### src/rtl/cfg_wdt_consts.svh
// constants for the configuration port and watchdog block
// assumes byte i/o cycles decoded on a 16-bit port address
//
// Notes on behaviour
// - the index port sits at 2e and the data port at 2f; index selects the register, data moves it.
// - configuration mode is entered only after two back-to-back writes of 87 to 2e or 4e.
// - the index port shares the unlock address and the data port is one above it.
// - global registers below 30 are reached without any logical device selected.
// - after selection, the index names a register of that device and data acts on it.
// - writing aa to the unlock port leaves configuration mode.
// - after leaving, normal operation resumes and a fresh unlock is accepted.
// - watchdog registers belong to logical device 8.
// - bit 08h of watchdog register f5 selects the unit; cleared means seconds.
// - a nonzero write to watchdog register f6 loads the interval and starts counting at once.
`ifndef CFG_WDT_CONSTS_SVH
`define CFG_WDT_CONSTS_SVH
`define PORT_PRIMARY     16'h002e
`define PORT_ALTERNATE   16'h004e
`define UNLOCK_KEY       8'h87
`define LOCK_KEY         8'haa
`define REG_LDN          8'h07
`define GLOBAL_LIMIT     8'h30
`define LDN_WATCHDOG     8'h08
`define REG_WDT_CTRL     8'hf5
`define REG_WDT_COUNT    8'hf6
`define WDT_UNIT_BIT     3
`define CLK_HZ           32'd50000000
`define SEC_CYCLES       (`CLK_HZ)
`define MIN_CYCLES       (32'd60 * `CLK_HZ)
`endif

### src/rtl/cfg_wdt_pkg.sv
// types for the configuration port and watchdog block
// assumes the constants header is included by users
package cfg_wdt_pkg;
   typedef enum logic [1:0] {
      lock_idle  = 2'b00,
      lock_half  = 2'b01,
      lock_open  = 2'b10
   } lock_state_t;

   typedef struct packed {
      lock_state_t lock;
      logic [7:0]  index;
      logic [7:0]  ldn;
      logic [7:0]  ctrl;
      logic [7:0]  count;
      logic        running;
      logic        timeout;
      logic [31:0] tick_cnt;
      logic [7:0]  rdata;
   } state_t;
endpackage

### src/rtl/config_port_watchdog.sv
// configuration port pair with a watchdog logical device
// assumes one i/o cycle per strobe, synchronous to clk_sys_i
`timescale 1ns/1ns
`include "cfg_wdt_consts.svh"
module config_port_watchdog #(
   parameter logic [31:0] SEC_CYCLES = `SEC_CYCLES,
   parameter logic [31:0] MIN_CYCLES = `MIN_CYCLES
) (
   input  wire logic        clk_sys_i,
   input  wire logic        resetn_i,
   input  wire logic [15:0] io_addr_i,
   input  wire logic        io_wr_i,
   input  wire logic        io_rd_i,
   input  wire logic [7:0]  io_wdata_i,
   output logic      [7:0]  io_rdata_o,
   output logic             io_hit_o,
   output logic             cfg_mode_o,
   output logic             timeout_o
);
   cfg_wdt_pkg::state_t s;
   cfg_wdt_pkg::state_t next_s;

   ////////////////////////////////////////////////////////////////////////////
   function automatic logic is_base(input logic [15:0] a);
      is_base = (a == `PORT_PRIMARY) || (a == `PORT_ALTERNATE);
   endfunction

   logic index_hit;
   logic data_hit;
   logic wdt_sel;
   logic [31:0] unit_len;
   logic        expire;
   assign index_hit = is_base(io_addr_i);
   assign data_hit  = is_base(io_addr_i - 16'h0001);
   assign wdt_sel   = (s.ldn == `LDN_WATCHDOG) && (s.index >= `GLOBAL_LIMIT);
   assign unit_len  = s.ctrl[`WDT_UNIT_BIT] ? MIN_CYCLES : SEC_CYCLES;
   // expiry in the same cycle as a count write keeps the timeout flag set
   assign expire    = s.running && (s.tick_cnt >= unit_len - 32'h1) && (s.count == 8'h01);

   ////////////////////////////////////////////////////////////////////////////
   always_comb begin
      next_s = s;
      // unlock state machine
      if (io_wr_i && index_hit) begin
         case (s.lock)
            cfg_wdt_pkg::lock_idle: begin
               if (io_wdata_i == `UNLOCK_KEY) next_s.lock = cfg_wdt_pkg::lock_half;
            end
            cfg_wdt_pkg::lock_half: begin
               next_s.lock = (io_wdata_i == `UNLOCK_KEY) ? cfg_wdt_pkg::lock_open
                                                        : cfg_wdt_pkg::lock_idle;
            end
            cfg_wdt_pkg::lock_open: begin
               if (io_wdata_i == `LOCK_KEY) next_s.lock = cfg_wdt_pkg::lock_idle;
               else next_s.index = io_wdata_i;
            end
            default: next_s.lock = cfg_wdt_pkg::lock_idle;
         endcase
      end else if ((io_wr_i || io_rd_i) && data_hit && s.lock == cfg_wdt_pkg::lock_half) begin
         next_s.lock = cfg_wdt_pkg::lock_idle;
      end
      // watchdog countdown
      if (s.running) begin
         if (s.tick_cnt >= unit_len - 32'h1) begin
            next_s.tick_cnt = 32'h0;
            next_s.count = s.count - 8'h01;
            if (s.count == 8'h01) begin
               next_s.running = 1'b0;
               next_s.timeout = 1'b1;
            end
         end else begin
            next_s.tick_cnt = s.tick_cnt + 32'h1;
         end
      end
      // data port writes
      if (io_wr_i && data_hit && s.lock == cfg_wdt_pkg::lock_open) begin
         if (s.index == `REG_LDN) next_s.ldn = io_wdata_i;
         else if (wdt_sel && s.index == `REG_WDT_CTRL) next_s.ctrl = io_wdata_i;
         else if (wdt_sel && s.index == `REG_WDT_COUNT) begin
            next_s.count    = io_wdata_i;
            next_s.tick_cnt = 32'h0;
            next_s.running  = (io_wdata_i != 8'h00);
            if (!expire) next_s.timeout = 1'b0;
         end
      end
      // data port and index port reads
      next_s.rdata = 8'h00;
      if (data_hit && s.lock == cfg_wdt_pkg::lock_open) begin
         if (s.index == `REG_LDN) next_s.rdata = s.ldn;
         else if (wdt_sel && s.index == `REG_WDT_CTRL) next_s.rdata = s.ctrl;
         else if (wdt_sel && s.index == `REG_WDT_COUNT) next_s.rdata = s.count;
      end else if (index_hit && s.lock == cfg_wdt_pkg::lock_open) begin
         next_s.rdata = s.index;
      end
   end

   always_ff @(posedge clk_sys_i) begin
      if (!resetn_i) begin
         s <= '0;
      end else begin
         s <= next_s;
      end
   end

   ////////////////////////////////////////////////////////////////////////////
   assign io_rdata_o = s.rdata;
   assign io_hit_o   = (index_hit || data_hit) && (s.lock == cfg_wdt_pkg::lock_open);
   assign cfg_mode_o = (s.lock == cfg_wdt_pkg::lock_open);
   assign timeout_o  = s.timeout;
endmodule // config_port_watchdog

### config.mk
export PLATFORM = sky130hd
export DESIGN_NAME = config_port_watchdog
export DESIGN_NICKNAME = d
export VERILOG_FILES = /design/src/rtl/cfg_wdt_pkg.sv /design/src/rtl/config_port_watchdog.sv
export VERILOG_INCLUDE_DIRS = /design/src /design/src/rtl
export SDC_FILE = /design/constraint.sdc
export NUM_CORES = 1
export LEC_CHECK = 0
export BUFFER_PORTS_ARGS = -buffer_cell sky130_fd_sc_hd__buf_2
export CORE_ASPECT_RATIO = 0.6
export CORE_MARGIN = 5
export CORE_UTILIZATION = 40
export DETAILED_ROUTE_END_ITERATION = 16
export GPL_ROUTABILITY_DRIVEN = 0
export PLACE_DENSITY_LB_ADDON = 0.1
export SYNTH_ARGS = -nofsm -noshare
export SYNTH_HDL_FRONTEND = slang
export SYNTH_SLANG_ARGS = --single-unit
### constraint.sdc
create_clock -name clk_sys_i -period 4.3 [get_ports clk_sys_i]
set_clock_uncertainty 0.1 [all_clocks]
set_input_delay 0.86 -clock clk_sys_i [delete_from_list [all_inputs] [get_ports clk_sys_i]]
set_output_delay 0.86 -clock clk_sys_i [all_outputs]
set_load 0.01 [all_outputs]
==> report_table.html <==
<table>
<tr><th>Metric</th><th>Value</th></tr>
<tr><th colspan="2">Setup path</th></tr>
<tr><td>Critical path peak fanout</td><td>9</td></tr>
<tr><td>Critical-path top delay cell</td><td>sky130_fd_sc_hd__or4_4</td></tr>
<tr><td>Setup crit end kind</td><td>output port</td></tr>
<tr><td>Worst path cell trace</td><td>buf_2, or4_4, nor3_1, mux2i_1, o21ai_2, nand2b_1, nand2_1, buf_2</td></tr>
<tr><td>Kind of launch point of the worst setup path</td><td>input pin</td></tr>
<tr><td>Worst path most repeated cell</td><td>sky130_fd_sc_hd__buf_2</td></tr>
<tr><td>Data required, critical path</td><td>3.34 ns</td></tr>
<tr><td>Worst path max stage delay</td><td>0.53 ns</td></tr>
<tr><td>Critical path type</td><td>in -&gt; out</td></tr>
<tr><td>Signal arrival time at the worst endpoint</td><td>2.62 ns</td></tr>
<tr><th colspan="2">Clock network</th></tr>
<tr><td>Number of clock sinks</td><td>76</td></tr>
<tr><td>Number of clock buffers inserted by TritonCTS</td><td>9</td></tr>
<tr><td>Hold-fix buffer count after cts</td><td>0</td></tr>
<tr><td>CTS H-Tree Depth</td><td>3</td></tr>
<tr><td>Post-cts repair resize count</td><td>0</td></tr>
<tr><td>CTS root buffer</td><td>sky130_fd_sc_hd__clkbuf_16</td></tr>
<tr><td>Post-CTS setup buffer count</td><td>0</td></tr>
<tr><td>CTS tree</td><td>built</td></tr>
<tr><td>Clk buf depth</td><td>2</td></tr>
<tr><td>Clock slew seen by the registers of the worst setup and hold paths</td><td>0.06 ns</td></tr>
<tr><td>Clock latency at the later pin of the worst-skew pair</td><td>0.34 ns</td></tr>
<tr><th colspan="2">Synthesis</th></tr>
<tr><td>Dominant cell type by area after synthesis</td><td>sky130_fd_sc_hd__dfxtp_1</td></tr>
<tr><td>Ys Warns</td><td>0</td></tr>
<tr><td>Adder-cell area share of the yosys netlist</td><td>0.0467</td></tr>
<tr><td>Largest family of logic cells by synthesized area</td><td>simple AND/OR/NAND/NOR gates</td></tr>
<tr><td>Mean cell area of the mapped netlist</td><td>8.70 um^2</td></tr>
<tr><td>Fraction of the yosys area taken by sequential cells</td><td>0.379</td></tr>
<tr><td>Mapped Cells</td><td>462</td></tr>
<tr><td>Synthesized flop and latch total</td><td>76</td></tr>
<tr><td>Parity-gate share of the synthesized area counting xor and xnor cells</td><td>0.0763</td></tr>
<tr><td>Synth Area in Compound Gates</td><td>0.112</td></tr>
<tr><td>Post-Synth Simple-Gate Area</td><td>0.274</td></tr>
<tr><td>Area share of the largest cell type after synthesis</td><td>0.379</td></tr>
<tr><td>Mux contribution to synthesized area</td><td>0.0651</td></tr>
<tr><td>Syn Std Cell Area</td><td>4020 um^2</td></tr>
<tr><td>Count of flip-flops with a built-in enable after synthesis</td><td>0</td></tr>
<tr><td>Yosys cell types</td><td>55</td></tr>
<tr><td>Cell types with the largest area share after synthesis</td><td>sky130_fd_sc_hd__dfxtp_1, sky130_fd_sc_hd__nor2_1, sky130_fd_sc_hd__mux2i_1, sky130_fd_sc_hd__xor2_1, sky130_fd_sc_hd__ha_1</td></tr>
<tr><td>Most used flip-flop cell after synthesis</td><td>sky130_fd_sc_hd__dfxtp_1</td></tr>
<tr><td>Synthesized netlist net count</td><td>505</td></tr>
<tr><td>Proportion of synthesized flip-flops having asynchronous set or reset</td><td>0</td></tr>
<tr><th colspan="2">Layout</th></tr>
<tr><td>Fraction of final layout cells with drive strength greater than 1</td><td>0.133</td></tr>
<tr><td>Total number of nets in the final design</td><td>534</td></tr>
<tr><td>Area growth from synthesis to layout</td><td>14.1%</td></tr>
<tr><td>Inserted Diodes</td><td>0</td></tr>
<tr><th colspan="2">Timing</th></tr>
<tr><td>Slew @ Worst Pin</td><td>1.00 ns</td></tr>
<tr><td>Slew Limit Headroom</td><td>0.325</td></tr>
<tr><td>PnR worst setup slack</td><td>0.716 ns</td></tr>
<tr><td>Total negative setup slack</td><td>0 ns</td></tr>
<tr><td>Post-layout minimum cycle time</td><td>3.58 ns</td></tr>
<tr><td>Setup repair after global routing missed its margin</td><td>no</td></tr>
<tr><td>Max Clock Freq</td><td>279 MHz</td></tr>
<tr><td>Period utilisation layout</td><td>0.834</td></tr>
<tr><td>Count of final setup violators</td><td>0</td></tr>
<tr><td>Final number of hold-violating endpoints</td><td>0</td></tr>
<tr><td>Max Transition Viols Final</td><td>0</td></tr>
<tr><th colspan="2">Route</th></tr>
<tr><td>Routed wirelength normalized by instance count</td><td>17.1 um</td></tr>
<tr><td>Wire length on met1</td><td>6030 um</td></tr>
<tr><td>WL met3</td><td>904 um</td></tr>
<tr><td>Highest routed metal layer</td><td>met4</td></tr>
<tr><td>Total number of vias</td><td>3,439</td></tr>
<tr><td>DR pass1 iterations</td><td>7</td></tr>
<tr><td>Count of routing violations after the opening detailed-route iteration</td><td>304</td></tr>
<tr><td>WL final</td><td>10,800 um</td></tr>
<tr><td>Post-route DRC</td><td>0</td></tr>
<tr><td>Amount of wire on met2 after detailed routing</td><td>3770 um</td></tr>
<tr><td>ANT nets after route</td><td>0</td></tr>
<tr><td>Vias per std cell</td><td>5.45</td></tr>
<tr><th colspan="2">Floorplanning</th></tr>
<tr><td>Starting density of the core</td><td>0.408</td></tr>
<tr><td>Number of top-level design ports</td><td>39</td></tr>
<tr><td>Vertical die dimension</td><td>87.6 um</td></tr>
<tr><td>Die Area</td><td>12,200 um^2</td></tr>
<tr><td>Standard-cell row count</td><td>28</td></tr>
<tr><td>Horizontal die dimension</td><td>139 um</td></tr>
<tr><td>Area of the placeable core</td><td>9840 um^2</td></tr>
<tr><th colspan="2">GRT</th></tr>
<tr><td>All-Layer GR Usage</td><td>0.182</td></tr>
<tr><td>First-pass GRT wire length</td><td>17,200 um</td></tr>
<tr><td>Remaining global-route overflow</td><td>0</td></tr>
<tr><td>Pin count of the biggest net entering global routing</td><td>30</td></tr>
<tr><td>Vias in the first global route</td><td>3,074</td></tr>
<tr><td>Antenna violations before repair</td><td>0</td></tr>
<tr><th colspan="2">Place</th></tr>
<tr><td>Count of buffers from port buffering</td><td>38</td></tr>
<tr><td>HPWL Detailed</td><td>8090 um</td></tr>
<tr><td>Placement-stage worst setup slack</td><td>0.700 ns</td></tr>
<tr><th colspan="2">Pwr</th></tr>
<tr><td>Sequential Power Share</td><td>0.447</td></tr>
<tr><td>PwrDens</td><td>343 nW/um^2</td></tr>
<tr><td>Worst VDD drop</td><td>0.192 mV</td></tr>
<tr><td>Combinational power share</td><td>0.032</td></tr>
<tr><td>Part of the total power dissipated in the clock network</td><td>0.521</td></tr>
<tr><td>Leakage dissipation</td><td>1.79 nW</td></tr>
<tr><td>Net load switching power</td><td>0.344 mW</td></tr>
<tr><td>Fraction of power spent switching nets</td><td>0.219</td></tr>
<tr><td>Internal power consumption</td><td>1.23 mW</td></tr>
<tr><th colspan="2">Outcome</th></tr>
<tr><td>Outcome</td><td>completed</td></tr>
<tr><th colspan="2">Worst hold path</th></tr>
<tr><td>Worst min-delay path category</td><td>reg -&gt; reg</td></tr>
<tr><th colspan="2">Flow run</th></tr>
<tr><td>Maxcap violations</td><td>0</td></tr>
</table>
[routing by layer]
metal | up-vias | track usage
li1 | 1703 | -
met1 | 1589 | 0.300
met2 | 136 | 0.217
met3 | 11 | 0.0524
met4 | 0 | 0.0497
met5 | - | 0
[kinds of logic after synthesis]
| group | after synthesis |
|---|---|
| AO/OA/AOI/OAI | 69 |
| XOR/XNOR | 35 |
| adder cells (fa/ha/maj) | 15 |
| buffers and inverters | 34 |
| flip-flops | 76 |
| multiplexers | 26 |
| AND/OR/NAND/NOR | 207 |
[critical path: cells and delay by family]
| kind | cells | cell delay (ns) |
|---|---|---|
| buffers and inverters | 2 | 0.24 |
| AOI/OAI and AO/OA | 1 | 0.12 |
| muxes | 1 | 0.23 |
| and+or+nand+nor | 4 | 1.16 |
[path summary, 6_finish.rpt]
kind	start	to	slack (ns)	depth (start not counted)
max	io_addr_i[0]	io_hit_o	0.72	8
min	timeout_o	timeout_o	0.35	2
max reg2reg	s[53]	s[11]	1.19	8
min reg2reg	timeout_o	timeout_o	0.35	2
[metrics by stage]
stage	total power, mW	instance area, um^2	std cells	utilization	hold slack (ns)
floorplan	0.741	4020	462	-	0.358
global placement	0.769	4260	615	0.433	0.346
detailed placement	0.769	4260	615	0.433	0.347
CTS	1.59	4580	631	0.466	0.356
global route	1.63	4580	631	0.466	0.406
finish	1.57	4580	631	0.466	0.352
[power groups by stage]
| stage | clock network (mW) | logic (mW) | registers [mW] |
|---|---|---|---|
| final | 0.821 | 0.0497 | 0.704 |
| after global routing | 0.873 | 0.0545 | 0.703 |
| after CTS | 0.839 | 0.0495 | 0.704 |
| after detailed placement | 0 | 0.0493 | 0.720 |
| after global placement | 0 | 0.0492 | 0.720 |
| after floorplan | 0 | 0.0214 | 0.720 |
[final cells by class]
| class | instances | area (um^2) |
|---|---|---|
| multi-input combinational | 352 | 2310 |
| tap | 135 | 169 |
| clock inverter | 7 | 100 |
| sequential | 76 | 1520 |
| inverter | 9 | 33.8 |
| clock buffer | 9 | 225 |
| fill | 976 | 5260 |
| timing repair buffer | 43 | 228 |
[registers in the layout (all words and copies together), names as in the netlist]
name        count
s              67
io_rdata_o      8
timeout_o       1
[synth_stat cells (4+ instances only)]
master                     number
sky130_fd_sc_hd__o21ai_0       23
sky130_fd_sc_hd__a222oi_1       8
sky130_fd_sc_hd__or4_1          4
sky130_fd_sc_hd__a211oi_1       5
sky130_fd_sc_hd__and3_1         8
sky130_fd_sc_hd__or3_1          5
sky130_fd_sc_hd__nand3_1       19
sky130_fd_sc_hd__xor2_1        23
sky130_fd_sc_hd__buf_2          5
sky130_fd_sc_hd__dfxtp_1       76
sky130_fd_sc_hd__nor3_1         8
sky130_fd_sc_hd__mux2i_1       25
sky130_fd_sc_hd__nand3b_1       4
sky130_fd_sc_hd__nand2_1       28
sky130_fd_sc_hd__xnor2_1       12
sky130_fd_sc_hd__nor4_1         4
sky130_fd_sc_hd__inv_1          9
sky130_fd_sc_hd__nor2_1        72
sky130_fd_sc_hd__nand2b_1       7
sky130_fd_sc_hd__a21oi_1       17
sky130_fd_sc_hd__ha_1          15
sky130_fd_sc_hd__buf_4          9
sky130_fd_sc_hd__and2_1        13
sky130_fd_sc_hd__nand4_1       11
sky130_fd_sc_hd__clkbuf_1       8
sky130_fd_sc_hd__nor4b_1        4
[layout by cell type (no fill, tap or decap), types with 4 or more instances in the layout]
cell type / Yosys / layout
sky130_fd_sc_hd__a211oi_1: 5 / 5
sky130_fd_sc_hd__a21oi_1: 17 / 17
sky130_fd_sc_hd__a222oi_1: 8 / 8
sky130_fd_sc_hd__and2_1: 13 / 13
sky130_fd_sc_hd__and3_1: 8 / 8
sky130_fd_sc_hd__buf_2: 5 / 38
sky130_fd_sc_hd__buf_4: 9 / 5
sky130_fd_sc_hd__clkbuf_16: 0 / 9
sky130_fd_sc_hd__dfxtp_1: 76 / 76
sky130_fd_sc_hd__ha_1: 15 / 15
sky130_fd_sc_hd__inv_1: 9 / 9
sky130_fd_sc_hd__mux2i_1: 25 / 25
sky130_fd_sc_hd__nand2_1: 28 / 28
sky130_fd_sc_hd__nand2b_1: 7 / 7
sky130_fd_sc_hd__nand3_1: 19 / 19
sky130_fd_sc_hd__nand3b_1: 4 / 4
sky130_fd_sc_hd__nand4_1: 11 / 11
sky130_fd_sc_hd__nor2_1: 72 / 72
sky130_fd_sc_hd__nor3_1: 8 / 8
sky130_fd_sc_hd__nor4_1: 4 / 4
sky130_fd_sc_hd__nor4b_1: 4 / 4
sky130_fd_sc_hd__o21ai_0: 23 / 23
sky130_fd_sc_hd__or3_1: 5 / 5
sky130_fd_sc_hd__or4_1: 4 / 4
sky130_fd_sc_hd__xnor2_1: 12 / 12
sky130_fd_sc_hd__xor2_1: 23 / 23
No activity file was read; power rests on OpenSTA's default activity.
